--- config.mk ---
export PLATFORM = sky130hd
export DESIGN_NAME = pmasi_core
export DESIGN_NICKNAME = d
export VERILOG_FILES = /design/src/pmasi_pkg.sv /design/src/pmasi_core.sv
export SDC_FILE = /design/constraint.sdc
export NUM_CORES = 2
export LEC_CHECK = 0
export BUFFER_PORTS_ARGS = -buffer_cell sky130_fd_sc_hd__buf_2
export CORE_AREA = 5 5 467 469
export DETAILED_ROUTE_END_ITERATION = 12
export DIE_AREA = 0 0 472 474
export SLEW_MARGIN = 20
export SYNTH_ARGS = -nofsm -noshare
export SYNTH_HDL_FRONTEND = slang
export SYNTH_SLANG_ARGS = --single-unit
--- constraint.sdc ---
create_clock -name clk -period 100.1 [get_ports clk]
set_input_delay 20.02 -clock clk [delete_from_list [all_inputs] [get_ports clk]]
set_output_delay 20.02 -clock clk [all_outputs]
set_load 0.01 [all_outputs]
--- src/pmasi_pkg.sv ---
// pmasi_pkg: constants, modes and register map of the pma service interface
// assumes a 32-bit ahb-lite bus with one register per aligned word
package pmasi_pkg;
  typedef enum logic [1:0] {
    PMASI_DATA  = 2'b00,
    PMASI_QUIET = 2'b01,
    PMASI_ALERT = 2'b10
  } pmasi_mode_t;

  localparam int PMASI_LANES = 4;
  localparam int PMASI_WORD_W = 32;
  localparam int PMASI_CW_BITS = 1360;
  localparam int PMASI_CW_CNT_W = 11;
  // frame loss timeout in bus clocks before remote mode falls to quiet
  localparam int PMASI_FRAME_LOSS_CYC = 64;

  localparam logic [11:0] PMASI_CTRL_ADDR = 12'h000;
  localparam logic [11:0] PMASI_STAT_ADDR = 12'h004;
  localparam logic [11:0] PMASI_CNT_ADDR = 12'h008;
  localparam logic [11:0] PMASI_ID_ADDR = 12'h00c;
  // arbitrary identification value
  localparam logic [31:0] PMASI_ID_VAL = 32'h0000_5a01;

  localparam int PMASI_CTRL_EEE_BIT = 0;
  localparam int PMASI_CTRL_FORCE_FAIL_BIT = 1;
  localparam logic [31:0] PMASI_CTRL_RST = 32'h0000_0000;
endpackage : pmasi_pkg

--- src/pmasi_core.sv ---
// pmasi_core: pma side of the four-lane service interface with lpi signalling
// assumes client words on the same clock; pmd status pins are asynchronous
`timescale 1ns/1ps

// Function
// - each lane word goes to its framer
// - present four receive lanes with starts
// - receive lanes delivered continuously to client
// - receive status is ok or fail
// - severe error forces status fail
// - pulse update whenever status changes
// - tx mode data quiet alert, default data
// - tx mode forwarded to pmd unchanged; forced to data without deep sleep
// - quiet tx may enter low power
// - rx mode data or quiet, default data
// - rx mode forwarded to pmd unchanged; forced to data without deep sleep
// - quiet rx may enter low power
// - energy detect follows pmd signal ok
// - no energy detect without deep sleep
// - remote mode data on frames, quiet after
// - quiet plus fail-to-ok gives alert
// - pulse indication when remote mode changes
// - no remote indication without deep sleep
// - start flag begins codeword, bits 1..1360
module pmasi_core
  import pmasi_pkg::*;
#(
  parameter int WORD_W = PMASI_WORD_W,
  parameter int LOSS_CYC = PMASI_FRAME_LOSS_CYC
) (
  // clock and reset
  input wire logic clk,
  input wire logic rst_n,
  // ahb-lite slave
  input wire logic hsel,
  input wire logic [31:0] haddr,
  input wire logic [1:0] htrans,
  input wire logic hwrite,
  input wire logic [2:0] hsize,
  input wire logic hready,
  input wire logic [31:0] hwdata,
  output logic [31:0] hrdata,
  output logic hreadyout,
  output logic hresp,
  // transmit from client
  input wire logic [PMASI_LANES*WORD_W-1:0] tx_word,
  input wire logic [PMASI_LANES*WORD_W-1:0] tx_start,
  input wire logic tx_valid,
  // transmit to framers
  output logic [PMASI_LANES*WORD_W-1:0] frm_word,
  output logic [PMASI_LANES*WORD_W-1:0] frm_start,
  output logic frm_valid,
  output logic [PMASI_LANES*PMASI_CW_CNT_W-1:0] frm_bit_idx,
  // receive from deframer
  input wire logic [PMASI_LANES*WORD_W-1:0] dfr_word,
  input wire logic [PMASI_LANES*WORD_W-1:0] dfr_start,
  input wire logic dfr_valid,
  input wire logic dfr_frame_lock,
  input wire logic dfr_sync_err,
  // receive to client
  output logic [PMASI_LANES*WORD_W-1:0] rx_word,
  output logic [PMASI_LANES*WORD_W-1:0] rx_start,
  output logic rx_valid,
  output logic signal_ok,
  output logic signal_upd,
  // lpi modes
  input wire logic [1:0] tx_mode,
  input wire logic [1:0] rx_mode,
  output logic [1:0] pmd_tx_mode,
  output logic [1:0] pmd_rx_mode,
  output logic tx_low_power,
  output logic rx_low_power,
  // pmd status pin and derived indications
  input wire logic pmd_signal_ok,
  output logic energy_detect,
  output logic [1:0] rx_tx_mode,
  output logic rx_tx_mode_upd
);

  logic [31:0] ctrl_ff;
  logic [31:0] nxt_ctrl;
  logic wr_pend_ff;
  logic [11:0] addr_ff;
  logic [31:0] hrdata_ff;
  logic [31:0] upd_cnt_ff;
  logic pmd_s1_ff;
  logic pmd_s2_ff;
  logic pmd_prev_ff;
  logic lock_s1_ff;
  logic lock_s2_ff;
  logic [PMASI_LANES*WORD_W-1:0] frm_word_ff;
  logic [PMASI_LANES*WORD_W-1:0] frm_start_ff;
  logic frm_valid_ff;
  logic [PMASI_LANES*PMASI_CW_CNT_W-1:0] bit_idx_ff;
  logic [PMASI_LANES*WORD_W-1:0] rx_word_ff;
  logic [PMASI_LANES*WORD_W-1:0] rx_start_ff;
  logic rx_valid_ff;
  logic sig_ok_ff;
  logic sig_upd_ff;
  logic [1:0] pmd_tx_ff;
  logic [1:0] pmd_rx_ff;
  logic ed_ff;
  pmasi_mode_t rtm_ff;
  pmasi_mode_t nxt_rtm;
  logic rtm_upd_ff;
  logic [15:0] loss_cnt_ff;
  logic [15:0] nxt_loss_cnt;

  // bus decode
  wire bus_req = hsel && hready && htrans[1];
  wire bus_wr = bus_req && hwrite;
  wire bus_rd = bus_req && !hwrite;
  wire eee_en = ctrl_ff[PMASI_CTRL_EEE_BIT];
  wire force_fail = ctrl_ff[PMASI_CTRL_FORCE_FAIL_BIT];
  wire hit_ctrl = (addr_ff == PMASI_CTRL_ADDR);
  wire wr_ctrl = wr_pend_ff && hit_ctrl;
  // reads decode the address phase so data stands through the data phase
  wire [11:0] rd_addr = haddr[11:0];
  wire rd_ctrl = (rd_addr == PMASI_CTRL_ADDR);
  wire rd_stat = (rd_addr == PMASI_STAT_ADDR);
  wire rd_cnt = (rd_addr == PMASI_CNT_ADDR);
  wire rd_id = (rd_addr == PMASI_ID_ADDR);
  wire [31:0] stat_word = {24'h00_0000, rtm_ff, ed_ff, lock_s2_ff, pmd_s2_ff, sig_ok_ff, 2'b00};
  // control read takes nxt_ctrl so a read right after a write sees the new value
  wire [31:0] rd_mux = rd_ctrl ? nxt_ctrl :
                       rd_stat ? stat_word :
                       rd_cnt ? upd_cnt_ff :
                       rd_id ? PMASI_ID_VAL : 32'h0000_0000;

  always_comb begin
    nxt_ctrl = ctrl_ff;
    if (wr_ctrl) begin
      nxt_ctrl = 32'h0000_0000;
      nxt_ctrl[1:0] = hwdata[1:0];
    end
  end

  // modes used; a lapsed client without deep sleep reads as data
  wire [1:0] tx_mode_eff = eee_en ? tx_mode : PMASI_DATA;
  wire [1:0] rx_mode_eff = eee_en ? rx_mode : PMASI_DATA;
  // severe errors: loss of sync or frame lock, or forced by software
  wire nxt_sig_ok = lock_s2_ff && !dfr_sync_err && !force_fail;
  wire frames_on = lock_s2_ff && dfr_valid;
  wire pmd_rise = pmd_s2_ff && !pmd_prev_ff;
  wire sig_chg = (nxt_sig_ok != sig_ok_ff);
  wire nxt_ed = eee_en && pmd_s2_ff;
  // no pulse with deep sleep off: the remote mode is then held at data
  wire rtm_chg = eee_en && (nxt_rtm != rtm_ff);

  always_comb begin
    nxt_rtm = rtm_ff;
    nxt_loss_cnt = loss_cnt_ff;
    if (frames_on) begin
      nxt_rtm = PMASI_DATA;
      nxt_loss_cnt = 16'h0000;
    end else if (rtm_ff == PMASI_QUIET && pmd_rise) begin
      nxt_rtm = PMASI_ALERT;
    end else if (rtm_ff == PMASI_DATA) begin
      // timeout avoids calling a short gap a quiet period
      if (loss_cnt_ff == 16'(LOSS_CYC - 1)) begin
        nxt_rtm = PMASI_QUIET;
        nxt_loss_cnt = 16'h0000;
      end else begin
        nxt_loss_cnt = loss_cnt_ff + 16'h0001;
      end
    end
    if (!eee_en) begin
      nxt_rtm = PMASI_DATA;
      nxt_loss_cnt = 16'h0000;
    end
  end

  // per-lane codeword bit index, restarting on a start flag
  genvar g;
  generate
    for (g = 0; g < PMASI_LANES; g++) begin : g_lane
      wire [WORD_W-1:0] st = tx_start[g*WORD_W +: WORD_W];
      logic [PMASI_CW_CNT_W-1:0] nxt_idx;
      always_comb begin
        nxt_idx = bit_idx_ff[g*PMASI_CW_CNT_W +: PMASI_CW_CNT_W];
        for (int b = 0; b < WORD_W; b++) begin
          if (st[b]) begin
            nxt_idx = PMASI_CW_CNT_W'(1);
          end else if (nxt_idx == PMASI_CW_CNT_W'(PMASI_CW_BITS)) begin
            nxt_idx = PMASI_CW_CNT_W'(1);
          end else begin
            nxt_idx = nxt_idx + PMASI_CW_CNT_W'(1);
          end
        end
      end
      always_ff @(posedge clk or negedge rst_n) begin
        if (!rst_n) begin
          bit_idx_ff[g*PMASI_CW_CNT_W +: PMASI_CW_CNT_W] <= '0;
        end else if (tx_valid) begin
          bit_idx_ff[g*PMASI_CW_CNT_W +: PMASI_CW_CNT_W] <= nxt_idx;
        end
      end
    end
  endgenerate

  // bus slave, zero wait states: hreadyout never drops
  always_ff @(posedge clk or negedge rst_n) begin
    if (!rst_n) begin
      wr_pend_ff <= 1'b0;
      addr_ff <= 12'h000;
    end else begin
      wr_pend_ff <= bus_wr;
      addr_ff <= bus_req ? haddr[11:0] : addr_ff;
    end
  end

  // control register, written in the data phase
  always_ff @(posedge clk or negedge rst_n) begin
    if (!rst_n) begin
      ctrl_ff <= PMASI_CTRL_RST;
    end else begin
      ctrl_ff <= nxt_ctrl;
    end
  end

  // read data loaded at the address phase and held between reads,
  // so it stands for the whole data phase
  always_ff @(posedge clk or negedge rst_n) begin
    if (!rst_n) begin
      hrdata_ff <= 32'h0000_0000;
    end else begin
      hrdata_ff <= bus_rd ? rd_mux : hrdata_ff;
    end
  end

  // valid qualifiers, one stage each way
  always_ff @(posedge clk or negedge rst_n) begin
    if (!rst_n) begin
      frm_valid_ff <= 1'b0;
      rx_valid_ff <= 1'b0;
    end else begin
      frm_valid_ff <= tx_valid;
      rx_valid_ff <= dfr_valid;
    end
  end

  // lane words, one stage each way; no back pressure,
  // the client and deframer stream without pauses
  generate
    for (g = 0; g < PMASI_LANES; g++) begin : g_path
      always_ff @(posedge clk or negedge rst_n) begin
        if (!rst_n) begin
          frm_word_ff[g*WORD_W +: WORD_W] <= '0;
          frm_start_ff[g*WORD_W +: WORD_W] <= '0;
        end else begin
          frm_word_ff[g*WORD_W +: WORD_W] <= tx_word[g*WORD_W +: WORD_W];
          frm_start_ff[g*WORD_W +: WORD_W] <= tx_start[g*WORD_W +: WORD_W];
        end
      end
      always_ff @(posedge clk or negedge rst_n) begin
        if (!rst_n) begin
          rx_word_ff[g*WORD_W +: WORD_W] <= '0;
          rx_start_ff[g*WORD_W +: WORD_W] <= '0;
        end else begin
          rx_word_ff[g*WORD_W +: WORD_W] <= dfr_word[g*WORD_W +: WORD_W];
          rx_start_ff[g*WORD_W +: WORD_W] <= dfr_start[g*WORD_W +: WORD_W];
        end
      end
    end
  endgenerate

  // two flops on each asynchronous status pin before any logic reads it
  always_ff @(posedge clk or negedge rst_n) begin
    if (!rst_n) begin
      pmd_s1_ff <= 1'b0;
      pmd_s2_ff <= 1'b0;
      pmd_prev_ff <= 1'b0;
      lock_s1_ff <= 1'b0;
      lock_s2_ff <= 1'b0;
    end else begin
      pmd_s1_ff <= pmd_signal_ok;
      pmd_s2_ff <= pmd_s1_ff;
      pmd_prev_ff <= pmd_s2_ff;
      lock_s1_ff <= dfr_frame_lock;
      lock_s2_ff <= lock_s1_ff;
    end
  end

  // receive status and its change pulse;
  // the counter lets software see short drops the pulse alone would hide
  always_ff @(posedge clk or negedge rst_n) begin
    if (!rst_n) begin
      sig_ok_ff <= 1'b0;
      sig_upd_ff <= 1'b0;
      upd_cnt_ff <= 32'h0000_0000;
    end else begin
      sig_ok_ff <= nxt_sig_ok;
      sig_upd_ff <= sig_chg;
      upd_cnt_ff <= upd_cnt_ff + 32'(sig_chg);
    end
  end

  // modes to the pmd, registered so client-side glitches never reach it
  always_ff @(posedge clk or negedge rst_n) begin
    if (!rst_n) begin
      pmd_tx_ff <= PMASI_DATA;
      pmd_rx_ff <= PMASI_DATA;
      ed_ff <= 1'b0;
    end else begin
      pmd_tx_ff <= tx_mode_eff;
      pmd_rx_ff <= rx_mode_eff;
      ed_ff <= nxt_ed;
    end
  end

  // inferred remote mode; costs LOSS_CYC clocks of latency into quiet
  always_ff @(posedge clk or negedge rst_n) begin
    if (!rst_n) begin
      rtm_ff <= PMASI_DATA;
      rtm_upd_ff <= 1'b0;
      loss_cnt_ff <= 16'h0000;
    end else begin
      rtm_ff <= nxt_rtm;
      rtm_upd_ff <= rtm_chg;
      loss_cnt_ff <= nxt_loss_cnt;
    end
  end

  assign hrdata = hrdata_ff;
  assign hreadyout = 1'b1;
  assign hresp = 1'b0;
  assign frm_word = frm_word_ff;
  assign frm_start = frm_start_ff;
  assign frm_valid = frm_valid_ff;
  assign frm_bit_idx = bit_idx_ff;
  assign rx_word = rx_word_ff;
  assign rx_start = rx_start_ff;
  assign rx_valid = rx_valid_ff;
  assign signal_ok = sig_ok_ff;
  assign signal_upd = sig_upd_ff;
  assign pmd_tx_mode = pmd_tx_ff;
  assign pmd_rx_mode = pmd_rx_ff;
  assign tx_low_power = (pmd_tx_ff == PMASI_QUIET);
  assign rx_low_power = (pmd_rx_ff == PMASI_QUIET);
  assign energy_detect = ed_ff;
  assign rx_tx_mode = rtm_ff;
  assign rx_tx_mode_upd = rtm_upd_ff;
endmodule : pmasi_core

==> run_results.csv <==
group,metric,value,unit
outcome,outcome,"finished clean",
die,fp.dieH,474,µm
clock_network,clk_path_buf_depth,3,
route,drt-pass1-iter-count,9,
power,power,0.960,mW
worst_hold_path,hold_class,"reg -> reg",
critical_path,critical_path_arrival,72730,ps
sta,tns,0,ps
clock_network,holdBufCountCts,0,
critical_path,worstPathRequired,100760,ps
logic_synthesis,ys_ff_latch,698,
global_routing,grt_pass1_vias,96600,
global_routing,grt_max_degree,116,
critical_path,worstPathMaxFanout,29,
sta,hold_viol,0,
clock_network,post-cts-setup-buffers,0,
die,start_util,44.3,%
route,viasPerCell,6.70,
critical_path,crit_path_end_kind,"flip-flop",
sta,final_max_slew_viol_count,0,
critical_path,startpoint_type,"input pin",
power,static-leakage-power,37.3,nW
sta,setup_viol,0,
final_layout,area_growth,10.9,%
placed_design,io_buffers,1142,
sta,fmax,13.9,MHz
clock_network,cts_sinks,698,
clock_network,cts_tree,"built",
route,drt-total-wl,459000,µm
final_layout,multi_input_area,72300,µm²
logic_synthesis,synth_edf_count,0,
final_layout,n_fill_cell,20700,
final_layout,regArea,17500,µm²
logic_synthesis,async_flop_share,100,%
route,wl_met3,50200,µm
die,pin_count,1199,
route,wl_met1,182000,µm
route,vias,105000,
power,vdd_ir_drop_max,0.0000132,V
sta,rsz0062_at_grt,"false",
logic_synthesis,syn-cell-area,94600,µm²
run,cap_violations,0,
placed_design,place.gp.congestion,1.18,
critical_path,slowest_stage,"nor3_2",
die,die_x,472,µm
global_routing,antenna_found_initial,218,
logic_synthesis,yosys_most_used_dff,"dfrtp_1",
sta,period_needed,72070,ps
power,power_density,9.15,nW/µm²
global_routing,grtUsageTotal,38.7,%
clock_network,root_buffer,"clkbuf_16",
route,drc_errors,0,
sta,timing.slew.headroom,23.0,%
logic_synthesis,seq_area_frac_synth,18.5,%
route,ant_nets,0,
logic_synthesis,ys_types,203,
route,wl_met2,196000,µm
final_layout,fin_util,49.1,%
global_routing,grt_pass1_wl,655000,µm
clock_network,cts_buffers,85,
sta,min_period_over_period,72.0,%
logic_synthesis,syn_inst,11700,
clock_network,cts_htree_levels,3,
final_layout,finalNetCount,13300,
die,rows,170,
final_layout,drive_gt1_share,19.7,%
route,drtIter0Drc,12700,
logic_synthesis,avgSynthCellArea,8.11,µm²
sta,fin_worst_skew,51.5,ps
critical_path,criticalPathCategory,"in -> reg",
route,top_layer_used,"met5",
clock_network,path_clk_slew,60,ps
critical_path,critical_path.max_stage_delay,930,ps
die,die_area,224000,µm²
clock_network,cts-resized-gates,0,
logic_synthesis,ys_warn_count,0,
clock_network,insertion_delay,770,ps
logic_synthesis,synth.net_count,12500,
die,coreArea,214000,µm²
global_routing,grt_overflow,0,
route,wl_per_cell,29.3,µm
sta,worst_slew_pin_slew,1150,ps
placed_design,hpwl,380000,µm
==> flip-flops by register name, indices dropped and copies added, names as in the netlist, 2 cells and up <==
register and flops:
addr_ff 12, ctrl_ff 32, frm_bit_idx 44, frm_start 128
frm_word 128, hrdata 32, loss_cnt_ff 16, pmd_rx_mode 2
pmd_tx_mode 2, rx_start 128, rx_tx_mode 2, rx_word 128
upd_cnt_ff 32
==> worst max-delay path, delay by kind of cell <==
family	cells	cell delay [ps]
compound gates	48	18190
xor+xnor	2	640
fa+ha+maj	25	5390
buf+inv	28	2960
mux	1	410
simple gates	86	24940
==> cell usage in the layout, fill, tap and decap left out, types with 126 or more instances in the layout <==
cell type	n
nor2_1	795
o21ai_0	340
a21oi_1	398
a31oi_1	126
xor2_1	347
o2111ai_1	128
dfrtp_1	698
diode_2	267
or3_1	195
ha_1	259
and2_1	271
a211oi_1	141
inv_1	479
nor4_1	303
buf_2	1141
o211ai_1	159
or4_1	133
nand3_1	461
nor3_1	499
nand4_1	300
xnor2_1	717
nand2_1	838
and3_1	201
==> kinds of logic (layout without fill, tap and decap cells) <==
| kind of cell | count (synthesis) | after routing | synth area share (%) |
|---|---|---|---|
| xor+xnor | 1119 | 1119 | 11.0 |
| mux | 185 | 185 | 2.15 |
| compound gates | 3101 | 3101 | 26.3 |
| other cells | 2 | 269 | 0.00794 |
| flops | 698 | 698 | 18.5 |
| fa+ha+maj | 259 | 259 | 3.43 |
| buf+inv | 944 | 1847 | 5.13 |
| simple gates | 5348 | 5348 | 33.5 |
==> metrics by stage <==
| step | cell area (µm²) | hold WS, ps | worst slack, ps | std cells |
|---|---|---|---|---|
| final | 105000 | 365 | 28030 | 15700 |
| after CTS | 104000 | 368 | 29440 | 15400 |
| after global placement | 101000 | 337 | 29500 | 15200 |
| after floorplan | 94600 | 331 | 38160 | 11700 |
| after global routing | 105000 | 373 | 24670 | 15600 |
| after detailed placement | 101000 | 355 | 28920 | 15200 |
==> cell usage after synthesis (127+ instances only) <==
library cell | number | share of area (%)
a21oi_1 | 398 | 2.1
nand3_1 | 461 | 2.4
nor3_1 | 500 | 2.6
nor2_1 | 796 | 3.2
inv_1 | 479 | 1.9
o2111ai_1 | 128 | 1.2
a31oi_1 | 127 | 0.84
or4_1 | 133 | 1.1
clkbuf_1 | 198 | 0.79
o21ai_0 | 340 | 1.8
dfrtp_1 | 698 | 18
xnor2_1 | 717 | 6.6
a211oi_1 | 141 | 1.1
and3_1 | 201 | 1.3
xor2_1 | 347 | 3.2
and2_1 | 271 | 1.8
o211ai_1 | 159 | 1.3
nor4_1 | 304 | 2.0
ha_1 | 259 | 3.4
nand2_1 | 838 | 3.3
nand4_1 | 300 | 2.0
or3_1 | 195 | 1.3
==> report_power, final <==
group	total (mW)	switching (mW)	internal, mW
Clock	0.330	0.150	0.179
Combinational	0.317	0.213	0.104
Sequential	0.313	0.0176	0.296
==> routing by layer <==
metal / vias up / track usage (%)
li1: 47000 / -
met1: 50600 / 48.4
met2: 5929 / 58.5
met3: 1179 / 12.6
met4: 104 / 21.8
met5: - / 0
==> layout make-up <==
type | instances | share of cell area [%]
tap | 2838 | 3.39
multi-input combinational | 10000 | 68.9
antenna | 267 | 0.637
inverter | 498 | 1.78
timing repair buffer | 1194 | 5.83
clock buffer | 107 | 2.18
clock inverter | 48 | 0.601
sequential | 698 | 16.7
==> path summary, 6_finish.rpt <==
kind | start | end | slack (ps) | cells after the start
min in group asynchronous | rst_n | upd_cnt_ff[21]$_DFF_PN0_ | 19350 | 1
min | lock_s1_ff$_DFF_PN0_ | lock_s2_ff$_DFF_PN0_ | 370 | 0
max reg2reg | frm_bit_idx[15]$_DFFE_PN0P_ | frm_bit_idx[20]$_DFFE_PN0P_ | 46340 | 189
max | tx_start[32] | frm_bit_idx[20]$_DFFE_PN0P_ | 28030 | 190
min reg2reg | lock_s1_ff$_DFF_PN0_ | lock_s2_ff$_DFF_PN0_ | 370 | 0
max in group asynchronous | rst_n | loss_cnt_ff[10]$_DFFE_PN0P_ | 77640 | 4
(Power assumes the default switching activity.)
